===== config.mk =====
export PLATFORM = sky130hd
export DESIGN_NAME = aip_params
export DESIGN_NICKNAME = d
export VERILOG_FILES = /design/src/rtl/aip_lowpass.v /design/src/rtl/aip_params.v
export VERILOG_INCLUDE_DIRS = /design/src /design/src/rtl
export SDC_FILE = /design/constraint.sdc
export NUM_CORES = 1
export LEC_CHECK = 0
export ABC_AREA = 1
export BUFFER_PORTS_ARGS = -buffer_cell sky130_fd_sc_hd__buf_2
export CAP_MARGIN = 25
export CORE_MARGIN = 2
export CORE_UTILIZATION = 67
export CTS_BUF_LIST = sky130_fd_sc_hd__clkbuf_8
export CTS_CLUSTER_DIAMETER = 200
export CTS_CLUSTER_SIZE = 40
export DETAILED_ROUTE_END_ITERATION = 16
export MAX_ROUTING_LAYER = met4
export PLACE_DENSITY_LB_ADDON = 0.2
export SLEW_MARGIN = 0
export SYNTH_ARGS = -nofsm -noshare
export SYNTH_HDL_FRONTEND = slang
export SYNTH_SLANG_ARGS = --single-unit

===== constraint.sdc =====
create_clock -name core_clk_i -period 10.6 [get_ports core_clk_i]
set_input_delay 0.53 -clock core_clk_i [delete_from_list [all_inputs] [get_ports core_clk_i]]
set_output_delay 0.53 -clock core_clk_i [all_outputs]
set_load 0.005 [all_outputs]

===== src/rtl/aip_defines.vh =====
// Constants for the analog I/O and profile parameter block.
// Assumes a 16-bit parameter port with logic addresses and a 20 MHz core clock.
`ifndef AIP_DEFINES_VH
`define AIP_DEFINES_VH

// Logic addresses of the parameters
`define AIP_ADDR_AIN_FILT 16'h1164
`define AIP_ADDR_AIN_STD 16'h1470
`define AIP_ADDR_AIN_PHYS 16'h147A
`define AIP_ADDR_AOUT_STD 16'h148D
`define AIP_ADDR_AOUT_PHYS 16'h1497
`define AIP_ADDR_CMD 16'h2135
`define AIP_ADDR_STATUS 16'h2136
`define AIP_ADDR_MODE 16'h2137
`define AIP_ADDR_FUNC_MAP 16'h2138

// Reset values
`define AIP_RST_FILT 16'h0000
`define AIP_RST_AOUT 16'h0000
`define AIP_RST_MODE 1'b0

// Filter timing: one second at 20 MHz
`define AIP_CLK_HZ 20000000
`define AIP_SECOND_NS 1000000000
`define AIP_TICKS_PER_S (`AIP_CLK_HZ / 1)
`define AIP_FILT_MAX 16'h000A

// Control modes
`define AIP_MODE_STD 1'b0
`define AIP_MODE_IO 1'b1

// Command word fields
`define AIP_STD_FUNC_LSB 11
`define AIP_STD_FUNC_MSB 15
`define AIP_IO_2W_LSB 1
`define AIP_IO_3W_LSB 2
`define AIP_CMD_MSB 15

// Operating states (internal codes, not the status word low bits)
`define AIP_ST_DISABLED 3'h2
`define AIP_ST_READY 3'h3
`define AIP_ST_ON 3'h4
`define AIP_ST_ENABLED 3'h5
`define AIP_ST_FAULT 3'h0

// Status word images
`define AIP_STW_DISABLED 16'h0040
`define AIP_STW_READY 16'h0021
`define AIP_STW_ON 16'h0023
`define AIP_STW_ENABLED 16'h0027
`define AIP_STW_FAULT 16'h0008

`endif


===== src/rtl/aip_lowpass.v =====
// First-order smoothing filter for the analog input image.
// Assumes a signed 16-bit sample on the core clock; time in whole seconds.
`timescale 1ns/10ps
`default_nettype none
`include "aip_defines.vh"

module aip_lowpass (
	input wire core_clk_i,
	input wire reset_i,
	input wire signed [15:0] sample_i,
	input wire [15:0] filt_time_i,
	output reg signed [15:0] smooth_o
);
	// Tick every 1/65536 of the set time keeps a fixed shift of 16
	localparam [31:0] TICKS_PER_S = `AIP_TICKS_PER_S;
	reg [31:0] div_cnt;
	reg signed [31:0] acc;
	wire [31:0] span;
	wire tick;
	wire signed [31:0] diff;

	assign span = (TICKS_PER_S >> 16) * {16'h0000, filt_time_i};
	assign tick = (div_cnt >= span);
	assign diff = {{16{sample_i[15]}}, sample_i} - {{16{acc[31]}}, acc[31:16]};

	always @(posedge core_clk_i) begin
		if (reset_i) begin
			div_cnt <= 32'h0000_0000;
			acc <= 32'sh0000_0000;
			smooth_o <= 16'sh0000;
		end else if (filt_time_i == 16'h0000) begin
			div_cnt <= 32'h0000_0000;
			acc <= {sample_i, 16'h0000};
			smooth_o <= sample_i;
		end else begin
			if (tick) begin
				div_cnt <= 32'h0000_0000;
				acc <= acc + diff;
			end else begin
				div_cnt <= div_cnt + 32'h0000_0001;
			end
			smooth_o <= acc[31:16];
		end
	end
endmodule // aip_lowpass
`default_nettype wire


===== src/rtl/aip_params.v =====
// Analog I/O and profile parameter bank of a soft starter.
// Assumes a synchronous parameter write/read port from the fieldbus stack, same clock.
`timescale 1ns/10ps
`default_nettype none
`include "aip_defines.vh"

module aip_params (
	input wire core_clk_i,
	input wire reset_i,
	input wire wr_en_i,
	input wire rd_en_i,
	input wire [15:0] addr_i,
	input wire [15:0] wdata_i,
	input wire [2:0] src_chan_i,
	input wire [2:0] active_chan_i,
	input wire signed [15:0] ain_raw_i,
	input wire sensor_pt100_i,
	input wire aout_assigned_i,
	input wire signed [15:0] aout_func_value_i,
	input wire three_wire_i,
	input wire error_i,
	output reg [15:0] rdata_o,
	output reg rvalid_o,
	output reg addr_err_o,
	output reg signed [15:0] aout_value_o,
	output reg [15:0] func_bits_o,
	output reg [15:0] status_o,
	output reg mode_io_o
);
	localparam [2:0] ST_DISABLED = `AIP_ST_DISABLED;
	localparam [2:0] ST_READY = `AIP_ST_READY;
	localparam [2:0] ST_ON = `AIP_ST_ON;
	localparam [2:0] ST_ENABLED = `AIP_ST_ENABLED;
	localparam [2:0] ST_FAULT = `AIP_ST_FAULT;

	reg [15:0] filt_time;
	reg signed [15:0] ain_phys;
	wire signed [15:0] ain_std;
	reg signed [15:0] aout_std_net;
	reg signed [15:0] aout_phys_net;
	reg [15:0] cmd_word;
	reg [15:0] func_map;
	reg [2:0] state;
	reg [2:0] next_state;
	reg err_q;

	// Map a state to its status word
	function [15:0] status_of;
		input [2:0] st;
		begin
			case (st)
				ST_READY: status_of = `AIP_STW_READY;
				ST_ON: status_of = `AIP_STW_ON;
				ST_ENABLED: status_of = `AIP_STW_ENABLED;
				ST_FAULT: status_of = `AIP_STW_FAULT;
				default: status_of = `AIP_STW_DISABLED;
			endcase
		end
	endfunction

	// Mask of command bits assignable in the current mode
	function [15:0] assign_mask;
		input mode_io;
		input three_wire;
		begin
			if (!mode_io)
				assign_mask = 16'hF800;
			else if (three_wire)
				assign_mask = 16'hFFFC;
			else
				assign_mask = 16'hFFFE;
		end
	endfunction

	wire is_mapped;
	wire chan_ok;
	wire out_wr_ok;
	assign is_mapped = (addr_i == `AIP_ADDR_AIN_FILT) || (addr_i == `AIP_ADDR_AIN_STD) ||
		(addr_i == `AIP_ADDR_AIN_PHYS) || (addr_i == `AIP_ADDR_AOUT_STD) ||
		(addr_i == `AIP_ADDR_AOUT_PHYS) || (addr_i == `AIP_ADDR_CMD) ||
		(addr_i == `AIP_ADDR_STATUS) || (addr_i == `AIP_ADDR_MODE) ||
		(addr_i == `AIP_ADDR_FUNC_MAP);
	assign chan_ok = (src_chan_i == active_chan_i);
	assign out_wr_ok = wr_en_i && chan_ok && !aout_assigned_i && !err_q;

	aip_lowpass u_filter (
		.core_clk_i(core_clk_i),
		.reset_i(reset_i),
		.sample_i(ain_phys),
		.filt_time_i(filt_time),
		.smooth_o(ain_std)
	);

	// Next operating state from the command word and error
	always @* begin
		next_state = state;
		if (err_q) begin
			next_state = ST_FAULT;
		end else begin
			case (state)
				ST_DISABLED: if (cmd_word[2:0] == 3'b110) next_state = ST_READY;
				ST_READY: begin
					if (cmd_word[3:0] == 4'b0111) next_state = ST_ON;
					else if (cmd_word[1] == 1'b0) next_state = ST_DISABLED;
				end
				ST_ON: begin
					if (cmd_word[3:0] == 4'b1111) next_state = ST_ENABLED;
					else if (cmd_word[2:0] == 3'b110) next_state = ST_READY;
					else if (cmd_word[1] == 1'b0) next_state = ST_DISABLED;
				end
				ST_ENABLED: begin
					if (cmd_word[3:0] == 4'b0111) next_state = ST_ON;
					else if (cmd_word[2:0] == 3'b110) next_state = ST_READY;
					else if (cmd_word[1] == 1'b0) next_state = ST_DISABLED;
				end
				ST_FAULT: if (cmd_word[7]) next_state = ST_DISABLED;
				default: next_state = ST_DISABLED;
			endcase
		end
	end

	always @(posedge core_clk_i) begin
		if (reset_i) begin
			filt_time <= `AIP_RST_FILT;
			ain_phys <= 16'sh0000;
			aout_std_net <= `AIP_RST_AOUT;
			aout_phys_net <= `AIP_RST_AOUT;
			cmd_word <= 16'h0000;
			func_map <= 16'h0000;
			mode_io_o <= `AIP_RST_MODE;
			state <= ST_DISABLED;
			status_o <= `AIP_STW_DISABLED;
			err_q <= 1'b0;
			aout_value_o <= 16'sh0000;
			func_bits_o <= 16'h0000;
		end else begin
			err_q <= error_i;
			ain_phys <= ain_raw_i;
			state <= next_state;
			status_o <= status_of(next_state);
			if (wr_en_i) begin
				case (addr_i)
					`AIP_ADDR_AIN_FILT:
						if (wdata_i <= `AIP_FILT_MAX) filt_time <= wdata_i;
					`AIP_ADDR_CMD:
						if (chan_ok) cmd_word <= wdata_i;
					`AIP_ADDR_MODE:
						if (state != ST_ENABLED) mode_io_o <= wdata_i[0];
					`AIP_ADDR_FUNC_MAP:
						func_map <= wdata_i;
					default: ;
				endcase
			end
			if (err_q) begin
				aout_std_net <= 16'sh0000;
				aout_phys_net <= 16'sh0000;
			end else if (out_wr_ok && addr_i == `AIP_ADDR_AOUT_STD) begin
				aout_std_net <= wdata_i;
				aout_phys_net <= wdata_i;
			end else if (out_wr_ok && addr_i == `AIP_ADDR_AOUT_PHYS) begin
				aout_phys_net <= wdata_i;
				aout_std_net <= wdata_i;
			end
			aout_value_o <= aout_assigned_i ? aout_func_value_i : aout_phys_net;
			func_bits_o <= cmd_word & func_map & assign_mask(mode_io_o, three_wire_i);
		end
	end

	// Read port, one cycle after the strobe
	always @(posedge core_clk_i) begin
		if (reset_i) begin
			rdata_o <= 16'h0000;
			rvalid_o <= 1'b0;
			addr_err_o <= 1'b0;
		end else begin
			rvalid_o <= rd_en_i;
			addr_err_o <= (rd_en_i || wr_en_i) && !is_mapped;
			if (rd_en_i) begin
				case (addr_i)
					`AIP_ADDR_AIN_FILT: rdata_o <= filt_time;
					`AIP_ADDR_AIN_STD: rdata_o <= ain_std;
					`AIP_ADDR_AIN_PHYS: rdata_o <= ain_phys;
					`AIP_ADDR_AOUT_STD: rdata_o <= aout_assigned_i ? aout_func_value_i : aout_std_net;
					`AIP_ADDR_AOUT_PHYS: rdata_o <= aout_value_o;
					`AIP_ADDR_CMD: rdata_o <= cmd_word;
					`AIP_ADDR_STATUS: rdata_o <= status_o;
					`AIP_ADDR_MODE: rdata_o <= {15'h0000, mode_io_o};
					`AIP_ADDR_FUNC_MAP: rdata_o <= func_map;
					default: rdata_o <= 16'h0000;
				endcase
			end
		end
	end
endmodule // aip_params
`default_nettype wire


# Word-level counts from Yosys, hierarchy flattened
# Index checks and enable logic that the tools add are counted.
# classes
order_cmp,2
n_mux,20
n_reduce_logical,30
bitwise,2
mul,1
shift,0
div_mod_pow,0
addsub,3
n_eq_ne,21
# op_table
op,count
$pmux W16 S9,1
$eq A16 B13 Y1 const B,5
$mux W16,5
$eq A16 B14 Y1 const B,4
$mux W32,2
$add A32 B1 Y32 const B,1
$add A32 B17 Y32,1
$and A16 B16 Y16,2
$ge A32 B25 Y1,1
$pmux W7 S4,1
$mul A9 B16 Y25 const A,1
$mux W3,8
$sub A16 B16 Y17,1
$le A16 B4 Y1 const B,1
$logic_not A16 Y1,1
$eq A3 B3 Y1 const B,5
$pmux W3 S5,1
$mux W11,1
$eq A3 B2 Y1 const B,3
$logic_or A1 B1 Y1,9
$reduce_and A3 Y1,3
$logic_and A1 B1 Y1,6
$logic_not A3 Y1,2
$eq A4 B3 Y1 const B,1
other kinds (9),13
# totals
register_bits,231
in_bits,78
romBits,0
mem_count,0
latch_bits,0
ram_bits,0

# Depth between registers and ports, before layout
# Gate-level depths: netlist (run 1).
# depth
depth_word,11
ltp_mapped,31

# Hierarchy
# A second synthesis (run 1) with hierarchy kept.
# hier_totals
hier_cells,2317
hier_area_um2,15900.2
# modules_own_cells
module,n_inst,area_each_um2,seq_area_each_um2,cells_per_inst
aip_lowpass,1,9471.6,1601.5,1401
aip_params,1,6428.7,2782.7,916

# Worst setup path before layout (run 1)
# Ideal clock, no wire load.
# synth_path
path_kind,register -> register
startpoint,register filt_time[6]
endpoint,register u_filter.acc[13]
setup_slack_ns,5.792
n_path_buf,2
path_stages_with_launch,28
arrival_ns,4.687
t_required_ns,10.478
setup_time_ns,0.122
cell_sequence,dfxtp_1 > ha_1 > ha_1 > fa_1 > inv_1 > fa_1 > inv_1 > ha_1 > a21o_1 > a21oi_1 > o21ai_0 > a21oi_1 > o21ai_0 > nand2_1 > nand2_1 > ha_1 > nand2_1 > inv_1 > nand2_1 > nand2_1 > nand2_1 > nand3_1 > a21oi_1 > nand3_1 > buf_2 > buf_2 > o21ai_0 > a21oi_1
# synth_via
elab_chain_cells,2
# synth_rtl
element,line_no,text
start: declaration,aip_params.v:36,reg [15:0] filt_time;
start signal: assignment,aip_params.v:124,filt_time <= `AIP_RST_FILT;
start signal: assignment,aip_params.v:144,if (wdata_i <= `AIP_FILT_MAX) filt_time <= wdata_i;
$mul A9 B16 Y25 or $logic_not A16 Y1 (tied branches),"aip_lowpass.v:22, aip_lowpass.v:31",
$ge A32 B25 Y1 or $reduce_or A2 Y1 (tied branches),--,
end signal: assignment,aip_lowpass.v:33,"acc <= {sample_i, 16'h0000};"
end signal: assignment,aip_lowpass.v:38,acc <= acc + diff;
end: declaration,aip_lowpass.v:17,reg signed [31:0] acc;
# Parallel ways exist; a longest one is shown, timed or not.
# A chain may end at the register's enable or synchronous reset.

# Worst setup path after layout (run 1)
# layout_path
startpoint,register filt_time[4]
endpoint,register u_filter.div_cnt[23]
# layout_via
elab_chain_cells,3
# layout_rtl
element,line_no,text
$mul A9 B16 Y25,aip_lowpass.v:22,"assign span = (TICKS_PER_S >> 16) * {16'h0000, filt_time_i};"
$ge A32 B25 Y1,aip_lowpass.v:23,assign tick = (div_cnt >= span);
$reduce_or A3 Y1 (no line) (*),--,
end signal: assignment,aip_lowpass.v:40,div_cnt <= div_cnt + 32'h0000_0001;
end: declaration,aip_lowpass.v:16,reg [31:0] div_cnt;
# Mark *: on every way between the ends. The rest lies on a longest branch, timed or not.

==> results of run 1 <==
==> synthesized netlist by cell type (all sizes together), types with 36 or more instances <==
cell,count,area share
fa,54,0.072
nand2,430,0.11
o21ai,122,0.041
nand3,113,0.038
inv,420,0.10
a21oi,133,0.045
nor3,44,0.016
nand4,44,0.018
dfxtp,219,0.29
clkbuf,36,0.0090
ha,137,0.11
nor2,208,0.053
==> routing by layer <==
metal | up-vias | wire length (µm)
li1 | 6946 | -
met1 | 6505 | 16700
met2 | 611 | 19500
met3 | 115 | 3460
met4 | 0 | 1580
met5 | - | 0
==> cells in the final DEF (no fill, tap or decap), types with 54 or more instances in the layout <==
master / instances
nand2_1: 429
dfxtp_1: 219
buf_2: 132
a21oi_1: 132
nand3_1: 112
ha_1: 137
o21ai_0: 119
fa_1: 54
nor2_1: 204
inv_1: 417
==> worst max path at each step <==
stage / start / to / slack [ns] / cells after the start
2_1_floorplan: filt_time[6] / u_filter.acc[13] / 5.79 / 27
3_3_place_gp: filt_time[4] / u_filter.div_cnt[23] / 5.08 / 28
3_5_place_dp: filt_time[4] / u_filter.div_cnt[23] / 4.90 / 28
4_1_cts: filt_time[4] / u_filter.div_cnt[23] / 4.85 / 28
5_1_grt: filt_time[4] / u_filter.acc[28] / 4.42 / 29
6_report: filt_time[4] / u_filter.div_cnt[23] / 4.79 / 28
==> cell families (layout without fill, tap and decap cells) <==
family,after synthesis,count (layout)
multiplexers,16,16
AO/OA/AOI/OAI,298,298
buffers and inverters,487,573
flip-flops,219,219
XOR/XNOR,39,39
AND/OR/NAND/NOR,889,889
adder cells (fa/ha/maj),191,191
other,1,17
==> worst reg2reg max path, delay by kind of cell, from the launching register on <==
kind / cells / cell delay, ns
adders and majority gates: 6 / 2.26
AOI/OAI and AO/OA: 7 / 1.43
buffers and inverters: 6 / 0.84
and+or+nand+nor: 9 / 0.72
DFF: 1 / 0.51
==> report_power, final <==
group	total (µW)	leakage (µW)	switching (µW)	internal (µW)
clock network	342	0.0000761	258	84.3
registers	850	0.00178	11.6	839
logic	332	0.00630	216	116
==> sequential cells by signal, summed over array words and instances, names as in the netlist <==
name               flops
u_filter.acc          32
u_filter.div_cnt      32
ain_phys              16
aout_phys_net         16
aout_value_o          16
cmd_word              16
filt_time             16
func_map              16
rdata_o               16
u_filter.smooth_o     16
func_bits_o           15
status_o               5
state                  3
addr_err_o             1
err_q                  1
mode_io_o              1
rvalid_o               1
==> stage by stage <==
| stage | utilization | hold WS [ns] | setup WS [ns] | std cells | area (µm²) |
|---|---|---|---|---|---|
| floorplan | - | 0.417 | 5.79 | 2156 | 15100 |
| global placement | 0.722 | 0.428 | 5.08 | 2509 | 15900 |
| detailed placement | 0.722 | 0.441 | 4.90 | 2509 | 15900 |
| CTS | 0.729 | 0.0946 | 4.85 | 2519 | 16000 |
| global route | 0.732 | 0.0784 | 4.42 | 2522 | 16100 |
| finish | 0.732 | 0.108 | 4.79 | 2522 | 16100 |
==> layout make-up <==
type                            instances  area share
Sequential cell                       219       0.273
Tap cell                              280      0.0218
Timing Repair Buffer                  142      0.0486
Multi-Input combinational cell       1450       0.549
Inverter                              421      0.0983
Clock inverter                          1     0.00187
Clock buffer                            9     0.00770
==> impl_metrics.toml, run 1 <==
[final_layout]
fillers = 1831
seq_area_um2 = 4380
multiInputGateArea_um2 = 8830
antenna_cells = 0
nets = 2512
drive_gt1_frac = 0.0812
area_growth_pct = 6.88

[power]
ir_drop_uv = 82.8
total_power_uw = 1520
power.leakage_uw = 0.00816
p_per_area_nw_per_um2 = 94.8

[status]
status = "completed"

[worst_setup_path]
cpMostUsedCell = "nand2_1"
end_kind = "flop"
rr_endpoint = "u_filter.div_cnt[23]"
crit_path_start_kind = "flop"
cpPeakStageDelay_ns = 0.54
rrSetupSlack_ns = 4.79
reg2reg_depth = 28
crit_family = "adder cells"
r2r-start = "filt_time[4]"
crit_required_ns = 11.11
critical_path_class = "reg -> reg"
crit_path_max_fanout = 13
worstPathArrival_ns = 6.32
path_buf_inv = 6
slowest_stage = "fa_1"

[routing]
vias = 14200
wirelength_um = 41300
drt_iter0_drc = 1252
first_pass_iters = 6
vias_per_cell = 5.62
drc = 0
wl_per_cell_um = 16.4
ant_nets = 0

[timing]
period_needed_ns = 5.81
finalHoldViolCount = 0
finalSetupTns_ns = 0
max_slew_margin = 0.224
fin_crit_sh = 0.548
fmax_mhz = 172
finClkSkew_ns = 0.0500
final-setup-viol-count = 0
drv_slew = 0
rsz0062_at_grt = "no"
tightest_slew_ns = 1.16

[yosys]
syn_avg_cell_area_um2 = 7.03
ys_seq_area_frac = 0.291
syn_inst = 2140
synth_fa_ha_area_frac = 0.186
muxShareOfSynthArea = 0.0106
ys_warn_count = 0
async_flop_share = 0
post_synth_instance_area_um2 = 15000
synth_top_family_by_area = "simple AND/OR/NAND/NOR gates"
ys_types = 49
synth_compound_area_frac = 0.107
ys_seq_elements = 219
synth-edff-count = 0
synthXorXnorAreaFrac = 0.0227
synthSimpleGateAreaFrac = 0.256
ys.flop_type = "dfxtp_1"

[floorplanning]
core_area_um2 = 22000
dieArea_um2 = 23700
die_y_um = 154
start_util = 0.685
placementRows = 54
dieWidth_um = 154
io_pins = 145

[clock_tree]
clk_latency_ns = 0.56
cts_hold_buf = 0
clock_path_buffers = 3
clockRootBuffer = "clkbuf_8"
clkTransAtPathRegs_ns = 0.23
cts_tree = "done"
cts_sinks = 219
numCtsBuffers = 9
cts_resized = 0
post_cts_buffers = 0
htree_levels = 1

[hold_path]
holdPathStages = 2
min_from = "three_wire_i"
hold_end = "func_bits_o[1]"
min_path_type = "in -> reg"

[global_routing]
antenna_found_initial = 0
grt_pass1_wl_um = 64800
grt-busiest-layer = "met2"
grt_max_degree = 83
grt_pass1_vias = 13200
grtUsageTotal = 0.352
grt_overflow_total = 0
grt.met2_usage = 0.588
met1_usage = 0.436
use_met3 = 0.0538

[placement]
port_buffers = 132
gp_congestion = 1.01
hpwl_um = 32600

[flow_run]
cap_viol_max_count = 0
Power figures use the tool's default switching activity.
==> run 2: changes to the inputs <==
--- a/config.mk
+++ b/config.mk
@@ -10,7 +10,7 @@
 export BUFFER_PORTS_ARGS = -buffer_cell sky130_fd_sc_hd__buf_2
 export CAP_MARGIN = 25
 export CORE_MARGIN = 2
-export CORE_UTILIZATION = 67
+export CORE_UTILIZATION = 56
 export CTS_BUF_LIST = sky130_fd_sc_hd__clkbuf_8
 export CTS_CLUSTER_DIAMETER = 200
 export CTS_CLUSTER_SIZE = 40
==> constraint.sdc (replaced) <==
create_clock -name core_clk_i -period 4.69 [get_ports core_clk_i]
set_input_delay 0.2345 -clock core_clk_i [delete_from_list [all_inputs] [get_ports core_clk_i]]
set_output_delay 0.2345 -clock core_clk_i [all_outputs]
set_load 0.005 [all_outputs]
==> run 2 against run 1 <==
Against the previous run: first-iteration DRC count grew 23%; via count grew 8.2%; global-route usage shrank 1.2 points; clock power grew 130%; combinational power grew 140%; setup slack lost 5.2 ns; the flow now finishes with violations (negative setup slack); register-to-register slack lost 5.2 ns; highest routed layer unchanged.
==> impl_metrics.toml, run 2 (synthesized netlist as in run 1, its figures left out) <==
[timing]
period_needed_ns = 5.09
finClkSkew_ns = 0.0349
finalHoldViolCount = 0
fmax_mhz = 196
rsz0062_at_grt = "yes"
drv_slew = 0
fin_ws_ns = -0.403
max_slew_margin = 0.300
timing.hold.ws_ns = 0.0256
final-setup-viol-count = 58
tightest_slew_ns = 1.05
fin_crit_sh = 1.09

[global_routing]
grt_pass1_wl_um = 74400
grt_pass1_vias = 14500
grt_max_degree = 56
grt_overflow_total = 0
grtUsageTotal = 0.339
antenna_found_initial = 0

[routing]
ant_nets = 0
vias_per_cell = 5.60
wirelength_um = 48300
drc = 0
wl_per_cell_um = 17.6
vias = 15300
drt_iter0_drc = 1541
first_pass_iters = 6

[floorplanning]
placementRows = 60
core_area_um2 = 26700
dieWidth_um = 168
dieArea_um2 = 28200
start_util = 0.565
io_pins = 145
die_y_um = 168

[worst_setup_path]
rr_endpoint = "u_filter.acc[28]"
crit_path_start_kind = "flop"
critical_path_class = "reg -> reg"
r2r-start = "filt_time[5]"
crit_path_max_fanout = 6
end_kind = "flop"
rrSetupSlack_ns = -0.40
cpPeakStageDelay_ns = 0.53
crit_required_ns = 5.19
worstPathArrival_ns = 5.59
reg2reg_depth = 33
cp-startpoint = "filt_time[5]"
slowest_stage = "fa_1"
cpMostUsedCell = "nand2_1"

[hold_path]
min_path_type = "in -> reg"
min_from = "wdata_i[2]"
holdPathStages = 3
hold_end = "func_map[2]"

[power]
power.leakage_uw = 0.00898
p_per_area_nw_per_um2 = 191
ir_drop_uv = 211
total_power_uw = 3530

[final_layout]
layout_common_cells = "nand2_1 (411), inv_1 (399), dfxtp_1 (208)"
layout_commonest_cell = "nand2_1"
nets = 2665
seq_area_um2 = 4410
fillers = 2194
multiInputGateArea_um2 = 9610
reg_top3 = "u_filter.acc (32), u_filter.div_cnt (32)"
final_area_um2 = 18500
area_growth_pct = 22.8
drive_gt1_frac = 0.177

[clock_tree]
cts_tree = "done"
cts_sinks = 219
htree_levels = 1
clkTransAtPathRegs_ns = 0.23
clk_latency_ns = 0.58
clock_path_buffers = 3
clockRootBuffer = "clkbuf_8"
numCtsBuffers = 9

[flow_run]
cap_viol_max_count = 0

[placement]
place_area_um2 = 16600
hpwl_um = 34000
gp_congestion = 0.984
port_buffers = 132
pre_cts_ws_ns = -0.325

[status]
status = "finished, violations left"
violations = "negative setup slack"
-- run 2: changes by cell type in the layout (fill, tap and decap cells not counted), moves of 20 or more --
cell and change:
o21ai_0 -20, ha_1 -36, dlygate4sd3_1 +47, ha_4 +35, buf_4 +84
-- run 2: what timing repair did --
item,CTS,global route
hold buffers,47,0
gates resized for setup,141,54
hold endpoints to repair,56,0
endpoints found under the setup margin,58,58
setup buffers,17,8
pin swaps,68,38
cloned,6,2
-- run 2: worst max path at each step --
stage | to | slack [ns] | depth (start not counted)
finish | u_filter.acc[28] | -0.40 | 33
global route | u_filter.acc[28] | -0.62 | 31
CTS | u_filter.acc[30] | -0.08 | 34
detailed placement | u_filter.acc[27] | -0.32 | 25
global placement | u_filter.acc[30] | -0.22 | 22
floorplan | u_filter.acc[13] | 0.0008 | 27
-- run 2: area by class of cell --
| class | instances | area share |
|---|---|---|
| clock inverter | 1 | 0.00163 |
| multi-input combinational | 1450 | 0.520 |
| sequential | 219 | 0.239 |
| timing repair buffer | 295 | 0.123 |
| inverter | 421 | 0.0863 |
| antenna | 1 | 0.000135 |
| tap | 341 | 0.0231 |
| clock buffer | 9 | 0.00670 |
-- run 2: per-stage QoR --
step	instances	util	TNS, ns
floorplan	2156	-	0
global placement	2645	0.621	-7.10
detailed placement	2647	0.623	-13.52
CTS	2727	0.683	-0.922
global route	2736	0.693	-29.16
finish	2737	0.693	-17.03
-- run 2: per-layer routing --
metal | track usage | share of wire | vias up
li1 | - | - | 7242
met1 | 0.433 | 0.41 | 7171
met2 | 0.557 | 0.47 | 735
met3 | 0.0482 | 0.082 | 190
met4 | 0.111 | 0.043 | 0
met5 | - | 0 | -
-- run 2: where the power goes --
group          total, µW  leakage (µW)  switching [µW]  internal (µW)
combinational        811       0.00712             522            289
clock                794     0.0000761             604            191
sequential          1920       0.00179            29.3           1890
total               3530       0.00898            1150           2370
-- run 2: worst max-delay path: cells and delay by family (launching register included) --
family,cells,cell delay (ns)
compound gates,4,0.60
flops,1,0.44
xor+xnor,1,0.14
buf+inv,7,0.77
simple gates,15,1.10
fa+ha+maj,6,1.97
==> run 3: changes to the inputs <==
==> constraint.sdc (replaced) <==
create_clock -name core_clk_i -period 4.69 [get_ports core_clk_i]
set_input_delay 0.469 -clock core_clk_i [delete_from_list [all_inputs] [get_ports core_clk_i]]
set_output_delay 0.469 -clock core_clk_i [all_outputs]
set_load 0.005 [all_outputs]
==> run 3 against run 2 <==
Against the previous run: the flow still finishes with violations (negative setup slack); non-clock buffer count is 35 lower; combinational power is 5.2% lower; fmax is 0.88% higher; sequential power hardly changed; flip-flop and latch count stayed put; clock skew is 0.0056 ns lower; final area is 1.4% lower; global-route usage is 1.3 points lower; total power is 1.2% lower; setup slack better by 0.044 ns.
==> impl_metrics.toml, run 3 (synthesized netlist as in run 1, its figures left out) <==
[worst_setup_path]
critical_path_class = "reg -> reg"
worstPathArrival_ns = 5.54
end_kind = "flop"
path_buf_inv = 9
cpPeakStageDelay_ns = 0.55
crit_path_max_fanout = 8
crit_required_ns = 5.18
slowest_stage = "fa_1"
crit_family = "adder cells"
crit_path_start_kind = "flop"

[placement]
port_buffers = 132
place_area_um2 = 16600
gp_congestion = 1.05
hpwl_um = 34100

[floorplanning]
start_util = 0.565
placementRows = 60
dieWidth_um = 168
core_area_um2 = 26700
die_y_um = 168
dieArea_um2 = 28200
io_pins = 145

[hold_path]
min_path_type = "in -> reg"

[routing]
ant_nets = 0
vias = 15100
vias_per_cell = 5.60
drc = 0
wirelength_um = 47300
drt_iter0_drc = 1482
wl_per_cell_um = 17.5
first_pass_iters = 6

[final_layout]
multiInputGateArea_um2 = 9710
nets = 2630
finish.utilization = 0.684
final_area_um2 = 18200
seq_area_um2 = 4410
area_growth_pct = 21.1
layout_commonest_cell = "nand2_1"
reg_top3 = "u_filter.acc (32), u_filter.div_cnt (32)"
fillers = 2225
drive_gt1_frac = 0.188
layout_common_cells = "nand2_1 (417), inv_1 (400), dfxtp_1 (208)"

[global_routing]
grt_pass1_wl_um = 71400
antenna_found_initial = 1
grt_max_degree = 50
grtUsageTotal = 0.327
grt_pass1_vias = 14000
grt_overflow_total = 0

[timing]
rsz0062_at_grt = "yes"
final-setup-viol-count = 58
period_needed_ns = 5.05
tightest_slew_ns = 1.05
max_slew_margin = 0.297
fin_ws_ns = -0.359
finalHoldViolCount = 0
fmax_mhz = 198
fin_crit_sh = 1.08
finClkSkew_ns = 0.0293
drv_slew = 0
timing.hold.ws_ns = 0.0352
finalSetupTns_ns = -16.02

[power]
total_power_uw = 3480
ir_drop_uv = 174
p_per_area_nw_per_um2 = 191
power.leakage_uw = 0.00889

[clock_tree]
cts_tree = "done"
clkTransAtPathRegs_ns = 0.23
numCtsBuffers = 9
clk_latency_ns = 0.58
clockRootBuffer = "clkbuf_8"
htree_levels = 1
cts_hold_buf = 0
clock_path_buffers = 3
cts_sinks = 219

[status]
violations = "negative setup slack"
status = "finished, violations left"

[flow_run]
cap_viol_max_count = 0
run 3: cell count changes in the layout (fill, tap and decap cells not counted), moves of 4 or more:
| cell | change |
|---|---|
| dlygate4sd3_1 | -47 |
| nor2_1 | -11 |
| nor2_4 | +11 |
| buf_4 | +8 |
| nand2_2 | -8 |
| nand2_1 | +6 |
| a21oi_2 | -5 |
| ha_2 | +5 |
| buf_6 | +4 |
run 3: worst register-to-register path: stages (launching register included):
cell and delay (ns):
dfxtp_4 0.44, buf_6 0.11, inv_4 0.03, ha_4 0.23, ha_4 0.26, inv_2 0.03
fa_2 0.42, fa_1 0.55, inv_2 0.05, ha_4 0.31, nand2_4 0.07, inv_1 0.13
a21oi_4 0.09, o21ai_4 0.22, nand3_1 0.13, nand2_1 0.13, xor2_1 0.17, ha_1 0.27
nand2_1 0.06, inv_1 0.03, o21bai_1 0.15, nand3_2 0.10, a21oi_4 0.18, buf_6 0.12
nand4_1 0.18, buf_6 0.20, buf_12 0.15, o211ai_1 0.18
run 3: worst paths after layout:
path                              startpoint          endpoint  slack (ns)  cells past startpoint
worst max-delay path            filt_time[5]  u_filter.acc[24]       -0.36                     27
worst min-delay path            three_wire_i    func_bits_o[1]        0.04                      2
worst max register to register  filt_time[5]  u_filter.acc[24]       -0.36                     27
worst min register to register   func_map[0]       func_map[0]        0.48                      2
run 3: report_power, final:
group,switching (µW),leakage [µW],internal (µW)
Sequential,28.7,0.00179,1890
Clock,604,0.0000761,191
Combinational,504,0.00703,264
Total,1140,0.00889,2350
run 3: cell type report:
cell class	instances	area share
Antenna cell	1	0.000137
Clock buffer	9	0.00680
Clock inverter	1	0.00165
Inverter	421	0.0876
Multi-Input combinational cell	1450	0.533
Sequential cell	219	0.242
Tap cell	341	0.0234
Timing Repair Buffer	260	0.105
run 3: through the flow:
stage,std cells,setup slack (ns)
floorplan,2156,0.000836
global placement,2649,-0.255
detailed placement,2650,-0.397
CTS,2685,-0.112
global route,2702,-0.579
finish,2702,-0.359
run 3: layer usage:
layer / track usage / vias to the layer above / part of all wire
met2: 0.537 / 754 / 0.47
met3: 0.0463 / 166 / 0.086
met5: - / - / 0
li1: - / 7174 / -
met1: 0.420 / 7030 / 0.40
met4: 0.0975 / 0 / 0.045
run 3: timing repair:
action	CTS	global route
buffers inserted	20	10
pin swaps	36	46
gates resized for setup	140	88
cloned	5	3
setup endpoints to repair	58	58
